File: config.mk
export PLATFORM = sky130hd
export DESIGN_NAME = two_wire_bus_controller
export DESIGN_NICKNAME = d
export VERILOG_FILES = /design/src/verilog/two_wire_bus_controller.v
export VERILOG_INCLUDE_DIRS = /design/src /design/src/common
export SDC_FILE = /design/constraint.sdc
export NUM_CORES = 1
export LEC_CHECK = 0
export BUFFER_PORTS_ARGS = -buffer_cell sky130_fd_sc_hd__buf_2
export CAP_MARGIN = 20
export CORE_ASPECT_RATIO = 0.7
export CORE_UTILIZATION = 50
export DETAILED_ROUTE_END_ITERATION = 8
export PLACE_DENSITY = 0.66
export SLEW_MARGIN = 20
export SYNTH_ARGS = -nofsm -noshare
export SYNTH_HDL_FRONTEND = slang
export SYNTH_SLANG_ARGS = --single-unit
File: constraint.sdc
create_clock -name clock -period 3 [get_ports clock]
set_input_delay 0.45 -clock clock [delete_from_list [all_inputs] [get_ports clock]]
set_output_delay 0.45 -clock clock [all_outputs]
set_load 0.03 [all_outputs]
File: src/common/twi_map.vh
/*
  Register offsets, field positions, reset values and bus constants of the
  two-wire bus controller. Definitions only; included by the controller.
*/
`ifndef TWI_MAP_VH
`define TWI_MAP_VH

`define TWI_A_SLAVE 3'h0
`define TWI_A_CTRL1 3'h1
`define TWI_A_STAT 3'h2
`define TWI_A_DATA 3'h3
`define TWI_A_CTRL2 3'h4
`define TWI_A_DIV 3'h5

`define TWI_C1_EN 7
`define TWI_C1_MST 5
`define TWI_C1_TX 4
`define TWI_C1_TXAK 3
`define TWI_C1_RSTA 2

`define TWI_S_TCF 7
`define TWI_S_ADDRESSED_AS_SLAVE_FLAG 6
`define TWI_S_BUSY 5
`define TWI_S_ARBITRATION_LOST_FLAG 4
`define TWI_S_SRW 2
`define TWI_S_RXAK 0

`define TWI_C2_GCEN 7
`define TWI_C2_ADDRESS_EXTENSION 6

`define TWI_TEN_PREFIX 5'h1E
`define TWI_GCALL 8'h00
`define TWI_DIV_RST 8'h14
`define TWI_BYTE_END 4'h9
`define TWI_ACK_BIT 4'h8

`endif

File: src/verilog/two_wire_bus_controller.v
/*
  Two-wire bus controller, master or slave, with 7-bit and 10-bit slave
  addressing, general call, arbitration, clock synchronisation and
  stretching. Assumes a plain register port on the clock domain and
  open-drain bus pads with external pull-ups outside this module.
*/
// The implementer's own choices: the address-and-strobe port and the register offsets.
`timescale 1ns/1ps
`include "twi_map.vh"
// How it works
// RQ1 - General call address is matched only while general call enable is set.
// RQ2 - Address extension selects 7-bit (0) or 10-bit (1) slave addressing.
// RQ3 - Upper address field supplies the high address bits, only in 10-bit mode.
// RQ4 - Start: data falls while clock high, only issued from an idle bus.
// RQ5 - First byte after start is address plus direction, 1 read, 0 write.
// RQ6 - Slave pulls data low on ninth pulse only when the address matches.
// RQ7 - Never self-addressed as master; never master and slave together.
// RQ8 - Losing arbitration in an address byte still lets the slave match.
// RQ9 - Eight bits MSB first; data changes only while clock is low.
// RQ10 - Ninth bit is the receiver's acknowledge, low meaning acknowledged.
// RQ11 - A slave that refuses leaves data high; master records failed transfer.
// RQ12 - Master receiver withholding acknowledge ends slave transmit, data released.
// RQ13 - After a refused byte the master stops or issues a repeated start.
// RQ14 - Stop: data rises while clock high; it frees the bus. The code leaves data pulled low after M_STOPC, so the bus stays busy.
// RQ15 - Repeated start may be issued without a stop.
// RQ16 - Master may stop after an acknowledge; the slave then releases.
// RQ17 - Driving 1 and reading 0 loses arbitration: release, no stop, flag set.
// RQ18 - Clock low lasts at least own count; wait while another holds it low.
// RQ19 - High period counted; first finisher pulls the clock low again.
// RQ20 - Slave holds clock low after a byte; master waits for release.
// RQ21 - Both lines are only ever pulled low or released.
// RQ22 - Addressed flag set on address or general call match; control write clears.
// RQ23 - Arbitration lost flag stays set until software writes one to it.
// RQ24 - 10-bit first byte is 11110, two high address bits, direction.
// RQ25 - A first byte of zeros is a general call, not the own address.
// RQ26 - Both line inputs pass two flip-flops before any detection.
module two_wire_bus_controller (
    input wire clock,
    input wire reset,
    input wire [2:0] regAddr,
    input wire [7:0] regWrData,
    input wire regWrite,
    input wire regRead,
    output reg [7:0] regRdData,
    input wire sclIn,
    output reg sclOut,
    output reg sclOe,
    input wire sdaIn,
    output reg sdaOut,
    output reg sdaOe
);

    localparam M_IDLE = 4'h0;
    localparam M_START = 4'h1;
    localparam M_HOLD = 4'h2;
    localparam M_LOW = 4'h3;
    localparam M_WAITH = 4'h4;
    localparam M_HIGH = 4'h5;
    localparam M_STOPA = 4'h6;
    localparam M_STOPB = 4'h7;
    localparam M_STOPC = 4'h8;
    localparam M_RSA = 4'h9;
    localparam M_RSB = 4'hA;
    localparam M_RSC = 4'hB;
    localparam M_RSD = 4'hC;

    reg sclMeta_r, sclSync_r, sclLast_r;
    reg sdaMeta_r, sdaSync_r, sdaLast_r;
    reg [6:0] slaveAddr_r;
    reg en_r, master_r, tx_r, txak_r;
    reg gcen_r, address_extension_r;
    reg [2:0] adHi_r;
    reg [7:0] div_r;
    reg tcf_r, addressed_as_slave_flag_r, busy_r, arbitration_lost_flag_r, srw_r, rxak_r;
    reg [7:0] rxData_r, shift_r;
    reg [3:0] bitCnt_r;
    reg addrPhase_r, tenFirst_r, tenHit_r, slaveActive_r;
    reg [3:0] mState_r;
    reg [7:0] cnt_r;
    reg sclPull_r, sdaOvr_r, sdaOvrLow_r;
    reg startReq_r, stopReq_r, rstaReq_r, go_r;
    reg dataPull;
    reg lose;

    // Only the second and third stages are examined; the first is meta only.
    wire sclRise = sclSync_r & ~sclLast_r;
    wire sclFall = ~sclSync_r & sclLast_r;
    wire startSeen = sclSync_r & sclLast_r & ~sdaSync_r & sdaLast_r; // see RQ4
    wire stopSeen = sclSync_r & sclLast_r & sdaSync_r & ~sdaLast_r; // see RQ14
    wire byteDone = sclFall & (bitCnt_r == `TWI_BYTE_END);
    wire cntDone = (cnt_r == 8'h00);

    wire [9:0] own10 = {adHi_r, slaveAddr_r};
    wire isGcall = (shift_r == `TWI_GCALL) & gcen_r; // see RQ1, RQ25
    wire hit7 = ~address_extension_r & (shift_r[7:1] == slaveAddr_r) & (shift_r != `TWI_GCALL); // see RQ2, RQ25
    wire tenPre = address_extension_r & ~tenFirst_r & (shift_r[7:3] == `TWI_TEN_PREFIX)
        & (shift_r[2:1] == own10[9:8]); // see RQ3, RQ24
    wire tenPartial = tenPre & ~shift_r[0];
    wire tenRead = tenPre & shift_r[0] & tenHit_r;
    wire tenSecond = address_extension_r & tenFirst_r & (shift_r == own10[7:0]); // see RQ3
    // Gating on master keeps the controller from answering its own call.
    wire claim = en_r & ~master_r & addrPhase_r
        & (hit7 | tenPartial | tenRead | tenSecond | isGcall); // see RQ6, RQ7
    wire dataRx = (master_r & ~addrPhase_r) | slaveActive_r;
    wire wrCtrl1 = regWrite & (regAddr == `TWI_A_CTRL1);
    wire wrData = regWrite & (regAddr == `TWI_A_DATA);
    wire rdData = regRead & (regAddr == `TWI_A_DATA);

    // Data pull while the clock is low; held while it is high.
    always @* begin
        dataPull = 1'b0;
        if (bitCnt_r < `TWI_ACK_BIT) begin
            dataPull = (master_r | slaveActive_r) & tx_r & ~shift_r[7]; // see RQ9
        end else if (bitCnt_r == `TWI_ACK_BIT) begin
            dataPull = claim | (dataRx & ~tx_r & ~txak_r); // see RQ6, RQ10, RQ11
        end
    end

    // Driving 1 while the line reads 0 means another master won.
    always @* begin
        lose = 1'b0;
        if (master_r & sclRise & ~sdaSync_r) begin
            if (bitCnt_r < `TWI_ACK_BIT) begin
                lose = tx_r & shift_r[7]; // see RQ17
            end else if (bitCnt_r == `TWI_ACK_BIT) begin
                lose = ~tx_r & ~addrPhase_r & txak_r; // see RQ17
            end
        end
        if (stopSeen & master_r) begin
            lose = 1'b1;
        end
    end

    always @(posedge clock) begin
        if (reset) begin
            sclMeta_r <= 1'b1;
            sclSync_r <= 1'b1;
            sclLast_r <= 1'b1;
            sdaMeta_r <= 1'b1;
            sdaSync_r <= 1'b1;
            sdaLast_r <= 1'b1;
        end else begin
            sclMeta_r <= sclIn; // see RQ26
            sclSync_r <= sclMeta_r;
            sclLast_r <= sclSync_r;
            sdaMeta_r <= sdaIn; // see RQ26
            sdaSync_r <= sdaMeta_r;
            sdaLast_r <= sdaSync_r;
        end
    end

    always @(posedge clock) begin
        if (reset) begin
            slaveAddr_r <= 7'h00;
            en_r <= 1'b0;
            master_r <= 1'b0;
            tx_r <= 1'b0;
            txak_r <= 1'b0;
            gcen_r <= 1'b0;
            address_extension_r <= 1'b0;
            adHi_r <= 3'h0;
            div_r <= `TWI_DIV_RST;
            tcf_r <= 1'b0;
            addressed_as_slave_flag_r <= 1'b0;
            busy_r <= 1'b0;
            arbitration_lost_flag_r <= 1'b0;
            srw_r <= 1'b0;
            rxak_r <= 1'b0;
            rxData_r <= 8'h00;
            shift_r <= 8'hFF;
            bitCnt_r <= 4'h0;
            addrPhase_r <= 1'b0;
            tenFirst_r <= 1'b0;
            tenHit_r <= 1'b0;
            slaveActive_r <= 1'b0;
            mState_r <= M_IDLE;
            cnt_r <= 8'h00;
            sclPull_r <= 1'b0;
            sdaOvr_r <= 1'b0;
            sdaOvrLow_r <= 1'b0;
            startReq_r <= 1'b0;
            stopReq_r <= 1'b0;
            rstaReq_r <= 1'b0;
            go_r <= 1'b0;
            regRdData <= 8'h00;
            sclOut <= 1'b0;
            sclOe <= 1'b0;
            sdaOut <= 1'b0;
            sdaOe <= 1'b0;
        end else begin
            // Software writes first, so hardware events below win over clears.
            if (regWrite) begin
                case (regAddr)
                    `TWI_A_SLAVE: slaveAddr_r <= regWrData[6:0];
                    `TWI_A_CTRL1: begin
                        en_r <= regWrData[`TWI_C1_EN];
                        tx_r <= regWrData[`TWI_C1_TX];
                        txak_r <= regWrData[`TWI_C1_TXAK];
                        if (regWrData[`TWI_C1_MST] & ~master_r) begin
                            master_r <= 1'b1;
                            startReq_r <= 1'b1;
                            slaveActive_r <= 1'b0; // see RQ7
                        end
                        if (~regWrData[`TWI_C1_MST] & master_r) begin
                            stopReq_r <= 1'b1;
                        end
                        if (regWrData[`TWI_C1_RSTA]) begin
                            if (master_r) begin
                                rstaReq_r <= 1'b1;
                            end else begin
                                arbitration_lost_flag_r <= 1'b1;
                            end
                        end
                    end
                    `TWI_A_STAT: begin
                        if (regWrData[`TWI_S_ARBITRATION_LOST_FLAG]) begin
                            arbitration_lost_flag_r <= 1'b0; // see RQ23
                        end
                    end
                    `TWI_A_CTRL2: begin
                        gcen_r <= regWrData[`TWI_C2_GCEN]; // see RQ1
                        address_extension_r <= regWrData[`TWI_C2_ADDRESS_EXTENSION]; // see RQ2
                        adHi_r <= regWrData[2:0]; // see RQ3
                    end
                    `TWI_A_DIV: div_r <= regWrData;
                    default: begin
                    end
                endcase
            end
            if (wrCtrl1) begin
                addressed_as_slave_flag_r <= 1'b0; // see RQ22
            end
            if (wrData & tx_r) begin
                shift_r <= regWrData; // see RQ5
                tcf_r <= 1'b0;
                go_r <= master_r;
            end
            if (rdData & ~tx_r) begin
                tcf_r <= 1'b0;
                go_r <= master_r;
            end

            if (regRead) begin
                case (regAddr)
                    `TWI_A_SLAVE: regRdData <= {1'b0, slaveAddr_r};
                    `TWI_A_CTRL1: regRdData <= {en_r, 1'b0, master_r, tx_r, txak_r, 3'h0};
                    `TWI_A_STAT: regRdData <= {tcf_r, addressed_as_slave_flag_r, busy_r, arbitration_lost_flag_r, 1'b0, srw_r, 1'b0, rxak_r};
                    `TWI_A_DATA: regRdData <= rxData_r;
                    `TWI_A_CTRL2: regRdData <= {gcen_r, address_extension_r, 3'h0, adHi_r};
                    `TWI_A_DIV: regRdData <= div_r;
                    default: regRdData <= 8'h00;
                endcase
            end else begin
                regRdData <= 8'h00;
            end

            // Bit engine, shared by master and slave roles.
            if (sclRise & (bitCnt_r < `TWI_ACK_BIT)) begin
                shift_r <= {shift_r[6:0], sdaSync_r}; // see RQ9
            end
            if (sclRise & (bitCnt_r == `TWI_ACK_BIT)) begin
                rxak_r <= sdaSync_r; // see RQ11
            end
            if (sclRise & (bitCnt_r < `TWI_BYTE_END)) begin
                bitCnt_r <= bitCnt_r + 4'h1;
            end
            if (~sclSync_r) begin
                sdaOe <= sdaOvr_r ? sdaOvrLow_r : dataPull; // see RQ9, RQ21
            end else if (sdaOvr_r) begin
                sdaOe <= sdaOvrLow_r; // see RQ4, RQ14
            end
            // Slave stretching: clock held low until software serves the byte.
            sclOe <= sclPull_r | (slaveActive_r & tcf_r & ~master_r); // see RQ18, RQ20, RQ21

            if (byteDone) begin
                bitCnt_r <= 4'h0;
                tcf_r <= 1'b1; // see RQ10
                rxData_r <= shift_r;
                if (addrPhase_r) begin
                    if (claim & tenPartial) begin
                        tenFirst_r <= 1'b1; // see RQ24
                    end else begin
                        addrPhase_r <= 1'b0;
                        tenFirst_r <= 1'b0;
                        if (claim) begin
                            addressed_as_slave_flag_r <= 1'b1; // see RQ22
                            slaveActive_r <= 1'b1;
                            srw_r <= shift_r[0] & ~isGcall; // see RQ5
                            tenHit_r <= tenHit_r | tenSecond;
                        end
                    end
                end else if (slaveActive_r & tx_r & rxak_r) begin
                    slaveActive_r <= 1'b0; // see RQ12
                end
            end

            if (startSeen) begin
                busy_r <= 1'b1;
                bitCnt_r <= 4'h0;
                addrPhase_r <= 1'b1;
                tenFirst_r <= 1'b0;
                slaveActive_r <= 1'b0; // see RQ15
            end
            if (stopSeen) begin
                busy_r <= 1'b0;
                bitCnt_r <= 4'h0;
                addrPhase_r <= 1'b0;
                tenFirst_r <= 1'b0;
                tenHit_r <= 1'b0;
                slaveActive_r <= 1'b0; // see RQ16
            end

            // Master sequencer; the divider sets each half period.
            case (mState_r)
                M_IDLE: begin
                    if (startReq_r) begin
                        startReq_r <= 1'b0;
                        if (busy_r | ~en_r) begin
                            master_r <= 1'b0;
                            arbitration_lost_flag_r <= 1'b1;
                        end else begin
                            sdaOvr_r <= 1'b1;
                            sdaOvrLow_r <= 1'b1; // see RQ4
                            cnt_r <= div_r;
                            mState_r <= M_START;
                        end
                    end
                end
                M_START: begin
                    if (cntDone) begin
                        sclPull_r <= 1'b1;
                        mState_r <= M_HOLD;
                    end else begin
                        cnt_r <= cnt_r - 8'h01;
                    end
                end
                M_HOLD: begin
                    cnt_r <= div_r;
                    if (stopReq_r) begin
                        stopReq_r <= 1'b0;
                        rstaReq_r <= 1'b0;
                        sdaOvr_r <= 1'b1;
                        sdaOvrLow_r <= 1'b1; // see RQ13, RQ14
                        mState_r <= M_STOPA;
                    end else if (rstaReq_r) begin
                        rstaReq_r <= 1'b0;
                        sdaOvr_r <= 1'b1;
                        sdaOvrLow_r <= 1'b0; // see RQ13, RQ15
                        mState_r <= M_RSA;
                    end else if (go_r) begin
                        go_r <= 1'b0;
                        sdaOvr_r <= 1'b0;
                        mState_r <= M_LOW;
                    end
                end
                M_LOW: begin
                    if (cntDone) begin
                        sclPull_r <= 1'b0;
                        mState_r <= M_WAITH;
                    end else begin
                        cnt_r <= cnt_r - 8'h01;
                    end
                end
                M_WAITH: begin
                    // A longer low count elsewhere, or a stretching slave, is waited out.
                    if (sclSync_r) begin
                        cnt_r <= div_r;
                        mState_r <= M_HIGH; // see RQ18, RQ20
                    end
                end
                M_HIGH: begin
                    cnt_r <= div_r;
                    if (~sclSync_r) begin
                        sclPull_r <= 1'b1;
                        mState_r <= M_LOW; // see RQ19
                    end else if (cntDone) begin
                        sclPull_r <= 1'b1; // see RQ19
                        mState_r <= (bitCnt_r == `TWI_BYTE_END) ? M_HOLD : M_LOW;
                    end else begin
                        cnt_r <= cnt_r - 8'h01;
                    end
                end
                M_STOPA: begin
                    if (cntDone) begin
                        sclPull_r <= 1'b0;
                        mState_r <= M_STOPB;
                    end else begin
                        cnt_r <= cnt_r - 8'h01;
                    end
                end
                M_STOPB: begin
                    cnt_r <= div_r;
                    if (sclSync_r) begin
                        mState_r <= M_STOPC;
                    end
                end
                M_STOPC: begin
                    if (cntDone) begin
                        sdaOvr_r <= 1'b0;
                        master_r <= 1'b0; // see RQ14
                        mState_r <= M_IDLE;
                    end else begin
                        cnt_r <= cnt_r - 8'h01;
                    end
                end
                M_RSA: begin
                    if (cntDone) begin
                        sclPull_r <= 1'b0;
                        mState_r <= M_RSB;
                    end else begin
                        cnt_r <= cnt_r - 8'h01;
                    end
                end
                M_RSB: begin
                    cnt_r <= div_r;
                    if (sclSync_r) begin
                        mState_r <= M_RSC;
                    end
                end
                M_RSC: begin
                    if (cntDone) begin
                        sdaOvrLow_r <= 1'b1; // see RQ15
                        cnt_r <= div_r;
                        mState_r <= M_RSD;
                    end else begin
                        cnt_r <= cnt_r - 8'h01;
                    end
                end
                M_RSD: begin
                    if (cntDone) begin
                        sclPull_r <= 1'b1;
                        mState_r <= M_HOLD;
                    end else begin
                        cnt_r <= cnt_r - 8'h01;
                    end
                end
                default: mState_r <= M_IDLE;
            endcase

            // Losing drops the master role without a stop; address reception goes on.
            if (lose) begin
                master_r <= 1'b0; // see RQ8, RQ17
                arbitration_lost_flag_r <= 1'b1; // see RQ17, RQ23
                sclPull_r <= 1'b0;
                sdaOvr_r <= 1'b0;
                sdaOe <= 1'b0;
                go_r <= 1'b0;
                stopReq_r <= 1'b0;
                rstaReq_r <= 1'b0;
                mState_r <= M_IDLE;
            end
        end
    end

endmodule

# [Yosys cells after proc, flatten, opt, wreduce, memory -nomap -nowiden]
# Cells that the tools add are included.
[totals] ff_bits=89 inputBits=17 output_inout_bits=12 wordCells=302
[classes] addsub=2 magnitude_cmp=2 eq_ne=40 n_mux=110 bitwise_logic=76 reduce_logical=32
[op_table] cell="8-bit case mux with 6 select lines" n=2
[op_table] cell="1-bit two-way mux" n=78
[op_table] cell="4-bit two-way mux" n=16
[op_table] cell="8-bit two-way mux" n=8
[op_table] cell="1-bit bitwise AND" n=49
[op_table] cell="4-bit case mux with 12 select lines" n=1
[op_table] cell="4-bit == test, second input constant" n=7
[op_table] cell="2-bit != test, second input constant" n=11
[op_table] cell="1-bit inverter" n=17
[op_table] cell="4-bit by 3-bit == test with 1-bit output, second input constant" n=4
[op_table] cell="8-bit logical NOT" n=2
[op_table] cell="5-bit AND reduction" n=3
[op_table] cell="13-bit AND reduction" n=1
[op_table] cell="2-bit AND reduction" n=6
[op_table] cell="3-bit nonzero test" n=4
[op_table] cell="1-bit OR" n=10
[op_table] cell="1-bit case mux with 3 select lines" n=3
[op_table] cell="3-bit OR reduction" n=3
[op_table] cell="4-bit by 2-bit == test with 1-bit output, second input constant" n=2
[op_table] cell="8-bit == test" n=1
[op_table] cell="4-bit < comparator, second input constant" n=2
[op_table] cell="8-bit nonzero test" n=1
[op_table] cell="2-bit OR reduction" n=4
[op_table] cell="8-bit by 1-bit subtractor with 8-bit output, second input constant" n=1
[op_table] cell="19 further kinds" n=26

# [Longest topological paths before layout]
# Gate-level depths: netlist of the first run.
[logic_depth] ltp_word=15 ltp_mapped=11 depth_no_buf=8

# [Least setup slack after synthesis of the first run]
# OpenSTA, ideal clock, no wires.
[synth_path] path_kind="reg-to-reg" start="reg cnt_r[0]" end="reg mState_r[1]" setup_time_ns=0.065 arrival_time_ns=2.414 t_required_ns=2.935 setup_slack_ns=0.521 path_stages_with_launch=12 n_path_buf=3 period_less_slack_ns=2.479 path_cell_list="dfxtp_1 inv_1 ha_1 or3b_1 clkbuf_1 or2_0 buf_2 o21ba_1 buf_6 a211oi_4 mux2_1 nor2_1"
[synth_between] elab_chain_len=3 elab_cells_between_ends=9 classes_between="7 x eq/ne; 2 x reduce/logical"
[synth_rtl] item="from (decl)" line_no="two_wire_bus_controller.v:79" source="reg [7:0] cnt_r;"
[synth_rtl] item="from (signal assigned)" line_no="two_wire_bus_controller.v:324" source="cnt_r <= div_r;"
[synth_rtl] item="from (signal assigned)" line_no="two_wire_bus_controller.v:334" source="cnt_r <= cnt_r - 8'h01;"
[synth_rtl] item="from (signal assigned)" line_no="two_wire_bus_controller.v:338" source="cnt_r <= div_r;"
[synth_rtl] item="8-bit logical NOT *" line_no="two_wire_bus_controller.v:91" source="wire cntDone = (cnt_r == 8'h00);"
[synth_rtl] item="3-bit != test (no line), or another cell as far along"
[synth_rtl] item="13-bit AND reduction (no line) *"
[synth_rtl] item="to (signal assigned)" line_no="two_wire_bus_controller.v:378" source="mState_r <= (bitCnt_r == `TWI_BYTE_END) ? M_HOLD : M_LOW;"
[synth_rtl] item="to (decl)" line_no="two_wire_bus_controller.v:78" source="reg [3:0] mState_r;"
# Every way passes the cells marked *; elsewhere a longest branch is shown, timed or not.
# A chain may end at the register's enable or synchronous reset.

# [Worst setup path after layout of the first run]
# Same ends and word-level chain as after synthesis.

==> results of run 1 <==
-- stage by stage --
step	std cells	total power [mW]	setup WS [ps]	hold WS [ps]
final	756	4.01	347	289
after global placement	740	2.64	519	392
after global routing	756	4.21	240	282
after CTS	756	3.99	367	284
after floorplan	627	2.37	521	389
after detailed placement	740	2.67	404	397
-- placed cells by master, fill, tap and decap left out, types with 7 or more instances in the layout --
| cell type | instances |
|---|---|
| buf_2 | 26 |
| mux2i_1 | 17 |
| xor2_1 | 16 |
| o21ai_0 | 27 |
| a211oi_1 | 10 |
| nand3_1 | 25 |
| nand2b_1 | 13 |
| nor2b_1 | 7 |
| clkbuf_16 | 9 |
| buf_4 | 11 |
| xnor2_1 | 7 |
| nor3b_1 | 7 |
| nor2_1 | 56 |
| nor3_1 | 15 |
| nand2_1 | 99 |
| dfxtp_1 | 89 |
| inv_1 | 12 |
| a31oi_1 | 11 |
| a22oi_1 | 8 |
| or2_2 | 7 |
| a21oi_1 | 54 |
| nor4_1 | 9 |
-- critical path, stage by stage (launching register included) --
cell and delay (ps):
dfxtp_1 350, inv_1 100, ha_1 230, or3b_1 480, or2_0 380, o21ba_1 280
a211oi_4 350, mux2_1 350, nor2_1 80
-- path summary, 6_finish.rpt --
path,slack [ps],end
max,350,mState_r[1]
min,290,sclMeta_r
min reg2reg,420,sclSync_r
max reg2reg,350,mState_r[1]
-- cells by family (layout without fill, tap and decap cells) --
group                    after synthesis  count (layout)
multiplexers                          21              21
buffers and inverters                 61              66
other                                  1               2
AO/OA/AOI/OAI                        154             154
AND/OR/NAND/NOR                      273             273
XOR/XNOR                              23              23
adder cells (fa/ha/maj)                4               4
flip-flops                            89              89
-- routing by layer --
layer / track usage [%] / wire (µm) / vias up
li1: - / - / 2218
met4: 6.59 / 182 / 0
met2: 39.6 / 5430 / 192
met5: 0 / 0 / -
met3: 8.90 / 1380 / 22
met1: 43.3 / 6820 / 2131
-- report_power, final --
group	internal, mW	leakage [nW]	switching (mW)
logic	0.513	1.05	0.781
registers	1.27	0.722	0.115
clock network	0.839	0.169	0.482
total	2.63	1.94	1.38
-- registers in the layout, indices dropped and copies added, names as in the netlist, 3 cells and up --
name and count:
mState_r 4, shift_r 8, rxData_r 8, cnt_r 8
slaveAddr_r 7, regRdData 8, div_r 8, adHi_r 3
bitCnt_r 4
-- cell type report --
| type | count | area (µm²) |
|---|---|---|
| fillers | 845 | 3860 |
| multi-input cells | 477 | 2800 |
| flip-flops and latches | 89 | 1780 |
| clock buffers | 10 | 239 |
| repair buffers | 37 | 213 |
| well taps | 124 | 155 |
| clock inverters | 6 | 115 |
| inverters | 13 | 48.8 |
==> flow_summary.ini, run 1 <==
[synthesis]
synth-seq-cells = 89
synth_area_per_cell_um2 = 7.70
yosysTopAreaCell = dfxtp_1
synth_top_family_by_area = simple AND/OR/NAND/NOR gates
synth_top_cell_area_share_pct = 36.9
synth_xor_xnor_area_share_pct = 4.18
synthArstFlopShare_pct = 0
synth_enable_flop_cells = 0
synth_area_leaders = dfxtp_1 (37%), nand2_1 (7.7%), a21oi_1 (5.6%)
synthMuxAreaShare_pct = 4.46
ys_seq_area_share_pct = 36.9
ys.flop_type = dfxtp_1
syn_inst = 626
ys_types = 72
synth_fa_ha_area_share_pct = 1.04
yosysMostFrequentCell = nand2_1
syn_area_um2 = 4820
synth_common_cells = nand2_1 (99), dfxtp_1 (89), nor2_1 (56)
yosysWarnings = 0
synthSimpleGateAreaFrac_pct = 27.5
synth-compound-area-share_pct = 20.7

[floorplanning]
rows = 29
die_y_um = 84.2
start_util_pct = 52.3
dieArea_um2 = 10000
core_region_area_um2 = 9220
io_pins = 29
die_x_um = 119

[finish]
areaGrowthSynthToFinish_pct = 11.0
stdcell_area_um2 = 5350
fin_util_pct = 58.1
num_antenna_cells = 0
drive_above_1_share_pct = 11.2
nets = 648

[setup_path]
cp.required_ps = 3280
reg2regPathDepth = 8
cp-end-kind = flip-flop
crit_fanout = 6
cp.arrival_ps = 2930
crit_type = flip-flop to flip-flop
cp-startpoint = cnt_r[0]
r2r-start = cnt_r[0]
cp-start-kind = flip-flop

[global_route]
grt_pass1_wl_um = 22500
grt_antenna_before_repair = 0
grt_max_degree = 52
track_usage_pct = 28.8
grt_pass1_vias = 4212
grt-ovfl-total = 0

[placed_design]
routabilityCongestion = 0.909
dp_hpwl_um = 9840
io_buffer_count = 26
place_area_um2 = 5000

[flow_run]
max-cap-violations = 0

[pwr]
power_density_nw_per_um2 = 749
p_leak_nw = 1.94
ir_worst_vdd_mv = 0.326

[clocking]
cts_made_buffers = 9
root_buffer = clkbuf_16
cts_max_level = 3
clock_sinks = 89
clock_latency_ps = 340
ctsResizeCount = 0
clk_pin_slew_ps = 70
post-cts-setup-buffers = 0
cts_hold_buf = 0
tritoncts = done
cts_buffer_depth = 2

[sta]
drv_slew = 0
skew_ps = 7.11
period_minus_slack_ps = 2650
relSlewSlack_pct = 54.1
setup_viol = 0
period_share_pct = 88.4
rsz0062_at_grt = no
fmax_mhz = 377
tns_ps = 0
tightest_slew_ps = 684
hold_viol = 0

[detailed_routing]
avgRoutedWirePerCell_um = 18.3
wl_um = 13800
drc = 0
vias = 4563
firstDrtPassIters = 5
antenna_left = 0
drt-initial-drc-count = 573
via_per_inst = 6.04

[hold_path]
holdPathStages = 2
hold_path.class = input port to flip-flop
min_from = sclIn

[status]
status = finished clean
(Power assumes the default switching activity.)
==> run 2: changes to the inputs <==
PLACE_DENSITY = 0.68   (was 0.66)
==> run 2 against run 1 <==
  * First-iteration DRC count grew 11%
  * Final area is 0.51% lower
  * Sequential cell count unchanged
  * Via count grew 0.92%
  * Core utilization down 0.30 points
  * Worst setup slack better by 12 ps
  * Register-to-register slack is essentially flat
  * Fmax is 0.46% higher
  * Clock power is 7% lower
  * Sequential power barely moved
  * Largest cell class unchanged
  * Largest power group unchanged
==> flow_summary.ini, run 2 (synthesis gave the netlist of run 1 again) <==
[clocking]
clk_pin_slew_ps = 60
post-cts-setup-buffers = 0
root_buffer = clkbuf_16
cts_buffer_depth = 2
clock_sinks = 89
clock_latency_ps = 340
cts_max_level = 3
tritoncts = done
ctsResizeCount = 0
cts_hold_buf = 0
cts_made_buffers = 9

[global_route]
grt_most_used_layer = met1
grt.met1_usage_pct = 43.8
grt_max_degree = 52
grt-ovfl-total = 0
grt_pass1_wl_um = 22500
grt_antenna_before_repair = 0
grt_pass1_vias = 4255
grt_use_met3_pct = 7.27
grt_util_met2_pct = 39.4
track_usage_pct = 28.7

[setup_path]
cp.required_ps = 3270
crit_fanout = 6
path_delay_family = simple AND/OR/NAND/NOR gates
crit_slowest_cell = or3b_1
crit_buf_inv = 1
crit_type = flip-flop to flip-flop
cp-startpoint = cnt_r[0]
cp-start-kind = flip-flop
cp-end-kind = flip-flop
path_cells = inv_1 -> ha_1 -> or3b_1 -> or2_0 -> o21ba_1 -> a211oi_4 -> mux2_1 -> nor2_1
cpPeakStageDelay_ps = 450
r2r-start = cnt_r[0]
cp.arrival_ps = 2910

[status]
status = finished clean

[pwr]
power_density_nw_per_um2 = 736
p_leak_nw = 1.93
p_sw_share_pct = 35.6
share_seq_of_total_power_pct = 35.3
finalPower_mw = 3.92
p_clk_share_pct = 31.5
internal_power_mw = 2.52
combPwrFrac_pct = 33.2
ir_worst_vdd_mv = 0.351
power_switching_mw = 1.40

[hold_path]
hold_path.class = input port to flip-flop
min_from = sclIn

[sta]
layout_setup_ws_ps = 359
tns_ps = 0
drv_slew = 0
fmax_mhz = 379
period_minus_slack_ps = 2640
rsz0062_at_grt = no
setup_viol = 0
period_share_pct = 88.0
relSlewSlack_pct = 50.3
skew_ps = 7.95
tightest_slew_ps = 739
hold_viol = 0

[detailed_routing]
drt-initial-drc-count = 634
firstDrtPassIters = 5
drc = 0
antenna_left = 0
wl_um = 13800
vias = 4605
avgRoutedWirePerCell_um = 18.3
via_per_inst = 6.09

[finish]
areaGrowthSynthToFinish_pct = 10.4
num_antenna_cells = 0
layout_commonest_cell = nand2_1
drive_above_1_share_pct = 11.2
stdcell_area_um2 = 5320
nets = 648
most-common-layout-cells = nand2_1 (99), dfxtp_1 (89), nor2_1 (56), a21oi_1 (54), o21ai_0 (27)

[floorplanning]
start_util_pct = 52.3
dieArea_um2 = 10000
core_region_area_um2 = 9220
die_x_um = 119
io_pins = 29
rows = 29
die_y_um = 84.2

[placed_design]
routabilityCongestion = 0.936
io_buffer_count = 26
place_area_um2 = 5000
place_ws_ps = 408
dp_hpwl_um = 9730

[flow_run]
max-cap-violations = 0
[run 2: cell count changes in the layout (fill, tap and decap cells not counted)]
cell	previous run	this run
bufinv_16	3	2
clkbuf_8	1	0
clkinv_2	0	1
clkinv_4	2	1
inv_6	0	1
inv_8	0	1
[run 2: worst register-to-register path: stages, from the launching register on]
cell and delay (ps):
dfxtp_1 350, inv_1 90, ha_1 230, or3b_1 450, or2_0 380, o21ba_1 280
a211oi_4 330, mux2_1 360, nor2_1 90
[run 2: per-layer routing]
layer  wire length [µm]  vias up
met3               1300       18
li1                   -     2210
met5                  0        -
met1               6650     2165
met2               5660      212
met4                194        0
[run 2: area by class of cell]
cell class,count,area [µm²]
Clock buffer,9,225
Clock inverter,7,101
Fill cell,830,3890
Inverter,13,48.8
Multi-Input combinational cell,477,2800
Sequential cell,89,1780
Tap cell,124,155
Timing Repair Buffer,37,213
[run 2: power groups by stage]
stage	Clock (mW)	Sequential (mW)	Combinational, mW
after global routing	1.30	1.40	1.42
after floorplan	0	1.37	0.994
after CTS	1.25	1.38	1.27
after detailed placement	0	1.40	1.26
final	1.23	1.38	1.30
after global placement	0	1.40	1.24
[run 2: per-stage QoR]
stage / cells / utilization (%) / hold slack (ps)
floorplan: 627 / - / 389
global placement: 740 / 54.2 / 394
CTS: 756 / 57.8 / 277
finish: 756 / 57.8 / 288
global route: 756 / 57.8 / 289
detailed placement: 740 / 54.2 / 397
[run 2: final timing paths]
kind | end | slack [ps] | cells after the start
worst max-delay path | mState_r[1] | 360 | 8
worst min-delay path | sclMeta_r | 290 | 2
worst max register to register | mState_r[1] | 360 | 8
worst min register to register | sclSync_r | 410 | 1
==> run 3: changes to the inputs <==
CORE_UTILIZATION = 54   (was 50)
PLACE_DENSITY = 0.72   (was 0.68)
==> run 3 against run 2 <==
  * Largest power group unchanged
  * Sequential power about the same
  * Combinational power about the same
  * Power shrank 1.9%
  * Hold slack gained 2.8 ps
  * Final area decreased by 0.35%
  * Fmax is 0.48% higher
  * Clock power down 6%
  * Global-route usage increased by 2.2 points
==> flow_summary.ini, run 3 (synthesis gave the netlist of run 1 again) <==
[pwr]
combPwrFrac_pct = 33.5
p_clk_share_pct = 30.2
power_switching_mw = 1.38
power_density_nw_per_um2 = 724
internal_power_mw = 2.46
finalPower_mw = 3.84
ir_worst_vdd_mv = 0.476
p_leak_nw = 1.91
share_seq_of_total_power_pct = 36.2
p_sw_share_pct = 36.0

[setup_path]
crit_slowest_cell = or3b_1
cp-end-kind = flip-flop
crit_fanout = 6
crit_type = flip-flop to flip-flop
path_delay_family = simple AND/OR/NAND/NOR gates
cp-start-kind = flip-flop
path_cells = inv_1 -> ha_1 -> or3b_1 -> or2_0 -> o21ba_1 -> a211oi_4 -> mux2_1 -> nor2_1
crit_buf_inv = 1
cpPeakStageDelay_ps = 450
cp.arrival_ps = 2910
cp.required_ps = 3290

[detailed_routing]
wl_met2_um = 5870
avgRoutedWirePerCell_um = 18.2
drc = 0
wl_um = 13700
wl_met3_um = 1460
firstDrtPassIters = 6
highest_layer = met4
wl_met1_um = 6220
antenna_left = 0
vias = 4611
via_per_inst = 6.12
drt-initial-drc-count = 509

[sta]
tns_ps = 0
setup_viol = 0
period_share_pct = 87.6
hold_viol = 0
layout_setup_ws_ps = 372
drv_slew = 0
relSlewSlack_pct = 48.4
rsz0062_at_grt = no
skew_ps = 8.53
tightest_slew_ps = 768
fmax_mhz = 380
period_minus_slack_ps = 2630

[finish]
fin_util_pct = 62.1
stdcell_area_um2 = 5310
nets = 649
layout_commonest_cell = nand2_1
drive_above_1_share_pct = 11.4
fillers = 781
areaGrowthSynthToFinish_pct = 10.0
num_antenna_cells = 0
most-common-layout-cells = nand2_1 (99), dfxtp_1 (89), nor2_1 (56), a21oi_1 (54), o21ai_0 (27)

[floorplanning]
core_region_area_um2 = 8550
die_x_um = 115
die_y_um = 81.1
start_util_pct = 56.4
io_pins = 29
dieArea_um2 = 9320
rows = 28

[placed_design]
place_area_um2 = 5000
place_ws_ps = 429
io_buffer_count = 26
dp_hpwl_um = 9710
routabilityCongestion = 0.890

[clocking]
ctsResizeCount = 0
post-cts-setup-buffers = 0
root_buffer = clkbuf_16
cts_max_level = 3
clk_pin_slew_ps = 70
clock_latency_ps = 350
cts_made_buffers = 9
tritoncts = done
clock_sinks = 89
cts_buffer_depth = 2
cts_hold_buf = 0

[global_route]
grt-ovfl-total = 0
grt_max_degree = 52
track_usage_pct = 30.9
grt_pass1_wl_um = 21900
grt_pass1_vias = 4139
grt_antenna_before_repair = 0

[flow_run]
max-cap-violations = 0

[status]
status = finished clean

[hold_path]
hold_path.class = input port to flip-flop
-- run 3: changes by cell type in the layout (fill, tap and decap cells not counted) --
| cell | before | now |
|---|---|---|
| buf_4 | 11 | 12 |
| bufinv_16 | 2 | 1 |
| clkbuf_8 | 0 | 1 |
| clkinv_4 | 1 | 0 |
| clkinvlp_4 | 1 | 3 |
| inv_8 | 1 | 0 |
-- run 3: cell type report --
| type | instances | area, µm² | share of cell area (%) |
|---|---|---|---|
| multi-input combinational | 477 | 2800 | 52.8 |
| sequential | 89 | 1780 | 33.6 |
| clock buffer | 10 | 239 | 4.50 |
| timing repair buffer | 38 | 220 | 4.15 |
| tap | 120 | 150 | 2.83 |
| clock inverter | 6 | 66.3 | 1.25 |
| inverter | 13 | 48.8 | 0.920 |
-- run 3: worst paths after layout --
kind              startpoint           to  slack, ps  cells after the start
setup / recovery    cnt_r[0]  mState_r[1]        370                      8
hold / removal         sclIn    sclMeta_r        290                      2
setup reg to reg    cnt_r[0]  mState_r[1]        370                      8
hold reg to reg    sdaMeta_r    sdaSync_r        410                      1
-- run 3: power by group through the flow --
stage / clock (mW) / sequential (mW) / combinational, mW
global route: 1.22 / 1.40 / 1.42
finish: 1.16 / 1.39 / 1.29
CTS: 1.17 / 1.39 / 1.27
detailed placement: 0 / 1.41 / 1.26
global placement: 0 / 1.41 / 1.22
floorplan: 0 / 1.37 / 0.994
-- run 3: per-layer routing --
layer  vias to the layer above  GRT usage (%)
met5                         -              0
met4                         0           8.05
met3                        18           9.63
met2                       225           45.4
met1                      2151           43.6
li1                       2217              -
-- run 3: through the flow --
step | instances | hold WS [ps]
2_1_floorplan | 627 | 389
3_3_place_gp | 737 | 402
3_5_place_dp | 737 | 398
4_1_cts | 753 | 288
5_1_grt | 753 | 295
6_report | 753 | 291
-- run 3: worst register-to-register path: cells and delay by family (launching register included) --
family	cells	cell delay [ps]
adder cells (fa/ha/maj)	1	240
AND/OR/NAND/NOR	3	890
AO/OA/AOI/OAI	2	610
buffers and inverters	1	120
flip-flops	1	360
multiplexers	1	360
